### config.mk
export PLATFORM = sky130hd
export DESIGN_NAME = wdt_status_top
export DESIGN_NICKNAME = d
export VERILOG_FILES = /design/src/include/wdt_status_pkg.sv /design/src/logic/wdt_status_top.sv /design/src/logic/wdt_window_decode.sv /design/src/logic/wdt_counter.sv
export SDC_FILE = /design/constraint.sdc
export NUM_CORES = 1
export LEC_CHECK = 0
export ABC_AREA = 1
export ABC_CLOCK_PERIOD_IN_PS = 5400
export BUFFER_PORTS_ARGS = -buffer_cell sky130_fd_sc_hd__buf_2
export CAP_MARGIN = 20
export CORE_MARGIN = 2
export CORE_UTILIZATION = 58
export CTS_BUF_LIST = sky130_fd_sc_hd__clkbuf_4
export DETAILED_ROUTE_END_ITERATION = 12
export GPL_ROUTABILITY_DRIVEN = 0
export PLACE_DENSITY = 0.85
export SYNTH_ARGS = -nofsm -noshare
export SYNTH_HDL_FRONTEND = slang
export SYNTH_SLANG_ARGS = --single-unit
### constraint.sdc
create_clock -name clk -period 5.4 [get_ports clk]
set_input_delay 1.08 -clock clk [delete_from_list [all_inputs] [get_ports clk]]
set_output_delay 1.08 -clock clk [all_outputs]
set_load 0.03 [all_outputs]
### src/include/wdt_status_pkg.sv
package wdt_status_pkg;

  // ----------------------------------------------------------------
  // Register map
  // ----------------------------------------------------------------
  localparam logic [11:0] ADDR_CONTROL_A = 12'h000;
  localparam logic [11:0] ADDR_CONTROL_B = 12'h004;
  localparam logic [11:0] ADDR_PRESCALE_LOW = 12'h008;
  localparam logic [11:0] ADDR_PRESCALE_HIGH = 12'h00C;
  localparam logic [11:0] ADDR_COUNT_STATUS = 12'h010;

  // ----------------------------------------------------------------
  // Fields and reset values
  // ----------------------------------------------------------------
  localparam int RATE_LSB = 1;
  localparam int RATE_W = 5;
  localparam int ON_BIT = 0;
  localparam int WSEL_LSB = 0;
  localparam int WSEL_W = 3;
  localparam int WIN_LSB = 3;
  localparam int ARMED_BIT = 2;
  localparam logic [4:0] RATE_RESET = 5'h0B;
  localparam logic [4:0] RATE_MAX = 5'h12;
  localparam logic [2:0] WSEL_RESET = 3'h7;
  localparam int PRESCALE_W = 18;
  localparam int WIN_W = 5;
  localparam int BASE_SHIFT = 5;
  localparam logic [2:0] WSEL_FULL_OPEN = 3'h7;
  localparam logic [4:0] WIN_STEP = 5'h04;

  typedef struct packed {
    logic [4:0] rate;
    logic on;
    logic [2:0] wsel;
  } wdt_cfg_t;

  typedef struct packed {
    logic [4:0] win;
    logic armed;
    logic [17:0] prescale;
    logic open;
    logic tick;
  } wdt_stat_t;

endpackage

### src/logic/wdt_status_top.sv
// Local design decisions: the address map and register access over APB.
`timescale 1ns/1ps
module wdt_status_top (
  input wire logic clk,
  input wire logic nrst,
  input wire logic psel,
  input wire logic penable,
  input wire logic pwrite,
  input wire logic [11:0] paddr,
  input wire logic [31:0] pwdata,
  input wire logic wdt_clear,
  output logic [31:0] prdata,
  output logic pready,
  output logic pslverr,
  output logic window_open,
  output logic armed
);
  import wdt_status_pkg::*;

  typedef struct packed {
    wdt_cfg_t cfg;
    logic [31:0] rdata;
    logic ready;
    logic err;
    logic open;
    logic armed;
  } top_t;

  top_t s_r;
  top_t s_nxt;
  logic [17:0] ps;
  logic [4:0] win;
  logic open_c;

  // ----------------------------------------------------------------
  // Counter and window decode
  // ----------------------------------------------------------------
  wdt_counter #(.PW(PRESCALE_W)) u_cnt (
    .clk(clk),
    .nrst(nrst),
    .run(s_r.cfg.on),
    .clear(wdt_clear),
    .rate(s_r.cfg.rate),
    .prescale(ps),
    .win(win)
  );

  wdt_window_decode u_dec (
    .wsel(s_r.cfg.wsel),
    .win(win),
    .open(open_c)
  );

  // ----------------------------------------------------------------
  // APB slave
  // ----------------------------------------------------------------
  // Answers one cycle after setup; the status view is read-only, so writes
  // to it and to unmapped addresses flag pslverr instead of storing.
  logic acc;
  logic [31:0] rd;
  logic hit;

  always_comb
  begin
    s_nxt = s_r;
    acc = psel && !penable;
    rd = 32'h0;
    hit = 1'b1;
    unique case (paddr)
      ADDR_CONTROL_A: rd = 32'({s_r.cfg.rate, s_r.cfg.on});
      ADDR_CONTROL_B: rd = 32'(s_r.cfg.wsel);
      ADDR_PRESCALE_LOW: rd = 32'(ps[7:0]);
      ADDR_PRESCALE_HIGH: rd = 32'(ps[15:8]);
      ADDR_COUNT_STATUS:
        rd = 32'({win, s_r.armed, ps[17:16]});
      default: hit = 1'b0;
    endcase
    s_nxt.ready = acc;
    s_nxt.err = 1'b0;
    if (acc)
    begin
      s_nxt.rdata = pwrite ? 32'h0 : rd;
      s_nxt.err = !hit || (pwrite && paddr != ADDR_CONTROL_A
                  && paddr != ADDR_CONTROL_B);
      if (pwrite && paddr == ADDR_CONTROL_A)
      begin
        s_nxt.cfg.rate = pwdata[RATE_LSB +: RATE_W];
        s_nxt.cfg.on = pwdata[ON_BIT];
      end
      if (pwrite && paddr == ADDR_CONTROL_B)
        s_nxt.cfg.wsel = pwdata[WSEL_LSB +: WSEL_W];
    end
    s_nxt.armed = s_nxt.cfg.on;
    s_nxt.open = open_c;
  end

  always_ff @(posedge clk or negedge nrst)
  begin
    if (!nrst)
    begin
      s_r <= '0;
      s_r.cfg.rate <= RATE_RESET;
      s_r.cfg.wsel <= WSEL_RESET;
    end
    else
      s_r <= s_nxt;
  end

  assign prdata = s_r.rdata;
  assign pready = s_r.ready;
  assign pslverr = s_r.err;
  assign window_open = s_r.open;
  assign armed = s_r.armed;
endmodule // wdt_status_top

### src/logic/wdt_window_decode.sv
`timescale 1ns/1ps
module wdt_window_decode (
  input wire logic [2:0] wsel,
  input wire logic [4:0] win,
  output logic open
);
  import wdt_status_pkg::*;

  // ----------------------------------------------------------------
  // Open boundary
  // ----------------------------------------------------------------
  // Boundary is four counts per select step below 111.
  function automatic logic [4:0] open_floor(input logic [2:0] s);
    open_floor = 5'(5'h1C - 5'(s) * WIN_STEP);
  endfunction

  always_comb
  begin
    if (wsel == WSEL_FULL_OPEN)
      open = 1'b1;
    else
      open = (win >= open_floor(wsel));
  end
endmodule // wdt_window_decode

### src/logic/wdt_counter.sv
`timescale 1ns/1ps
module wdt_counter #(
  parameter int PW = 18
) (
  input wire logic clk,
  input wire logic nrst,
  input wire logic run,
  input wire logic clear,
  input wire logic [4:0] rate,
  output logic [PW-1:0] prescale,
  output logic [4:0] win
);
  import wdt_status_pkg::*;

  typedef struct packed {
    logic [PW-1:0] ps;
    logic [4:0] post;
    logic [4:0] win;
  } cnt_t;

  cnt_t q_r;
  cnt_t q_nxt;

  // ----------------------------------------------------------------
  // Counting
  // ----------------------------------------------------------------
  // The timeout is 2^(rate+5) cycles for rate up to 18 (higher rates act as 0); the window value is its top five bits,
  // so it sweeps uniformly over one period. Rates past 18 bits use a
  // postscaler so the prescale counter stays 18 bits wide.
  function automatic logic [4:0] eff(input logic [4:0] r);
    eff = (r > RATE_MAX) ? 5'h00 : r;
  endfunction

  function automatic logic [23:0] period_mask(input logic [4:0] r);
    period_mask = ~(24'hFFFFFF << (r + 5'(BASE_SHIFT)));
  endfunction

  logic [4:0] sh;
  logic [23:0] full;

  always_comb
  begin
    q_nxt = q_r;
    sh = eff(rate);
    full = 24'({q_r.post, q_r.ps}) & period_mask(sh);
    if (clear || !run)
    begin
      q_nxt = '0;
    end
    else
    begin
      full = 24'(full + 24'h1);
      full = full & period_mask(sh);
      q_nxt.ps = full[PW-1:0];
      q_nxt.post = 5'(full >> PW);
      q_nxt.win = 5'(full >> sh);
    end
  end

  always_ff @(posedge clk or negedge nrst)
  begin
    if (!nrst)
      q_r <= '0;
    else
      q_r <= q_nxt;
  end

  assign prescale = q_r.ps;
  assign win = q_r.win;
endmodule // wdt_counter

==> summary.md <==
| Metric | Value |
|---|---|
| DRT antenna net count | 0 |
| Setup violators final | 0 |
| Fin Clk Skew | 0.0220 ns |
| Post-DP HPWL | 10.3 mm |
| Max Root-Sink Buffers | 2 |
| WHS | between 0.4 and 0.5 ns |
| CTS tree | yes |
| Status | complete, no violations |
| FMAX | roughly 220 MHz |
| Cts bufs inserted | 5 |
| Iter 0 DRT Violations | ~900 |
| Rel. slew slack | around 38% |
| Worst path arrival time | 4.81 ns |
| Worst-Skew Late Latency | roughly 0.39 ns |
| Vias per Instance | slightly below 6 |
| CTS Hold Bufs | 0 |
| Overall die width | approximately 92 um |
| Worst vdd ir | slightly above 0.09 mV |
| Logic pwr share | a little over an eighth |
| Largest net degree at the start of global routing | 49 |
| Period Utilization, post-route | a little over four fifths |
| Worst hold path class | flop to flop |
| Mapped Avg Cell Area | 6.39 um^2 |
| # rows | 31 |
| Most used DFF post-synth | dfrtp_1 |
| Cell Area, Synth | between 0.004 and 0.005 mm^2 |
| Crit path time final | ~4.5 ns |
| Port Buf Inserts | 35 |
| Vias in the first global route | 4302 |
| 1st-pass router iterations | 6 |
| Post-Syn Instances | around 700 |
| Die area | 0.00842 mm^2 |
| Commonest non-fill, non-tap cell in the layout | nand2_1 |
| CP required | 5.68 ns |
| Top cell type's share of synthesized area | about a quarter |
| Leakage | ~2.4 nW |
| Final core occ | between 60 and 70% |
| Worst slew pin tran | slightly above 0.9 ns |
| Total GRT Usage | 31.0% |
| Initial Util | about 61% |
| Sequential share of power | about three fifths |
| CTS sink count | 48 |
| Most common cell on crit path | nand2_1 |
| Critical-path maximum fanout | 25 |
| Layout cells sized above 1 | approximately 14% |
| Final TNS setup | 0 ns |
| Crit Reg-Reg Startpoint | s_r[41] |
| Layout Cells excl Fill | roughly 820 |
| Reg2Reg Depth | 26 |
| CTS resizes | 0 |
| Final Hold Fails | 0 |
| CP bufs+invs | 4 |
| Sw Ratio | a little under a third |
| Pins over their slew limit | 0 |
| EDFF count, synth | 0 |
| Cell Count Post-Placement | just over 800 |
| Setup Fix Bufs, Post-CTS | 0 |
| Drt wl/cell | about 16 um |
| Clk root buf | clkbuf_4 |
| Congestion Overflow GR | 0 |
| RSZ-0062 raised after global routing | false |
| Core region area | 0.00737 mm^2 |
| Int Power | 0.433 mW |
| R2r setup slk | ~0.9 ns |
| FF-to-FF End | u_cnt.win[3] |
| Final WL | between 10 and 15 mm |
| Cell family with most CP delay | simple AND/OR/NAND/NOR gates |
| Worst Hold End | prdata[1] |
| Crit-path slowest cell | dfstp_2 |
| Post-synth ARST share | 100% |
| Max-cap violations | 0 |
| Clock network fraction of total power | approximately 28% |
| Commonest non-fill, non-tap cells in the layout | nand2_1 (171), nor2_1 (100), nand3_1 (99) |
| Seq cells post-synth | 48 |
| Vias | just under 5k |
| Max H-tree Level | 2 |
| Number of distinct library cells after synthesis | ~40 |
| Startpoint types | flop |
| Largest area contributor in the netlist | dfrtp_1 |
| P per Cell Area | 135 mW/mm^2 |
| Nets | a little under 800 |
| DRC viols | 0 |
| Hold path startpoint | prdata[1] |
| Sequential area share after synthesis | 27.1% |
| Net switching power | 0.192 mW |
| WHS Path Cells | 2 |
| Chip height | just over 90 um |
| FILL cells | just over 700 |
| IO Pins | 86 |
| Leading post-synthesis cells by cell area | dfrtp_1 (24%), nand2_1 (14%), nand3_1 (11%) |
| # diodes | 0 |
| Max incr delay on CP | approximately 0.62 ns |
| Clock transition at path regs | around 0.14 ns |
| Final Cell Area | about 0.0046 mm^2 |
| Area growth syn-to-layout | 3.50% |
| Syn. warnings | 0 |
| Critical path type | flop to flop |
| First-pass GRT wire length | ~21 mm |
| Worst setup EP type | flop |
| DP Area | 0.00455 mm^2 |
| Initial antenna violation count | 0 |
-- metal layers --
layer | track usage (%) | up-vias | wire length [um]
li1 | - | 2274 | -
met1 | 43.2 | 2191 | 5170
met2 | 47.2 | 324 | 5780
met3 | 5.51 | 55 | 1660
met4 | 13.4 | 0 | 594
met5 | 0 | - | 0
-- through the flow --
step / power (mW) / setup WS [ns]
3_5_place_dp: 0.453 / 1.11
3_3_place_gp: 0.451 / 1.20
4_1_cts: 0.626 / 1.04
6_report: 0.625 / 0.874
5_1_grt: 0.655 / 0.569
2_1_floorplan: 0.438 / 1.68
-- power groups by stage --
stage / Sequential [mW] / Combinational, mW / Clock (mW)
global route: 0.368 / 0.0904 / 0.197
floorplan: 0.375 / 0.0635 / 0
finish: 0.367 / 0.0831 / 0.175
detailed placement: 0.373 / 0.0800 / 0
CTS: 0.367 / 0.0801 / 0.179
global placement: 0.373 / 0.0774 / 0
-- cell usage after synthesis (5+ instances only) --
cell type  instances
nand2_4            9
dfstp_2            6
nand2_1          171
nor3_1             5
a21oi_1           13
clkbuf_1          10
a22o_1             5
nand2_2           11
nand3_2            5
nand4_1           28
nor2_2            12
buf_4             33
nor2_4             5
nand3_1           99
dfrtp_1           42
o21ai_0           15
ha_1               7
nand3b_1           6
nor2_1           100
inv_1             77
-- final cells by class --
type / count / area, um^2 / share of cell area [%]
clock buffer: 5 / 37.5 / 0.812
clock inverter: 3 / 18.8 / 0.406
inverter: 82 / 310 / 6.71
multi-input combinational: 544 / 2710 / 58.7
sequential: 48 / 1210 / 26.2
tap: 99 / 124 / 2.68
timing repair buffer: 38 / 210 / 4.55
-- logic make-up after synthesis --
group / Yosys count / share of synthesized area (%)
AO/OA/AOI/OAI: 53 / 7.68
XOR/XNOR: 1 / 0.196
adder cells (fa/ha/maj): 7 / 1.96
buffers and inverters: 130 / 14.1
flip-flops: 48 / 27.1
multiplexers: 2 / 0.448
other: 1 / 0.0840
AND/OR/NAND/NOR: 457 / 48.4
-- flip-flops by register name, summed over array words and instances (netlist names) --
signal          cells
pslverr             1
s_r                 8
u_cnt.win           5
armed               1
u_cnt.q_r           5
u_cnt.prescale     18
window_open         1
prdata              8
pready              1
-- worst max-delay path by stage --
stage / start / to / slack, ns / cells past startpoint
2_1_floorplan: s_r[42] / u_cnt.win[3] / 1.68 / 27
3_3_place_gp: s_r[41] / u_cnt.win[3] / 1.20 / 26
3_5_place_dp: s_r[42] / u_cnt.win[4] / 1.11 / 23
4_1_cts: s_r[41] / u_cnt.win[4] / 1.04 / 25
5_1_grt: s_r[41] / u_cnt.win[4] / 0.57 / 24
6_report: s_r[41] / u_cnt.win[3] / 0.87 / 26
-- worst reg2reg max path: stages (launching register included) --
cell and delay [ns]:
dfstp_2 0.62, nand2_1 0.14, nand2_2 0.14, nand2_1 0.06
inv_1 0.08, nor2_1 0.08, inv_2 0.37, ha_1 0.35
inv_1 0.08, nor2_1 0.05, nand2_1 0.11, nor2_1 0.06
nor2_1 0.19, ha_1 0.30, nand2_1 0.08, inv_1 0.07
nand2_1 0.21, nor3_2 0.45, nand4_1 0.22, nand3_1 0.19
nand2_1 0.09, nand3_1 0.10, nand3_1 0.08, nand3_1 0.08
nand2_1 0.05, nor2_1 0.10, nor2_1 0.07
Note: power is estimated with default switching activity, not from simulation.
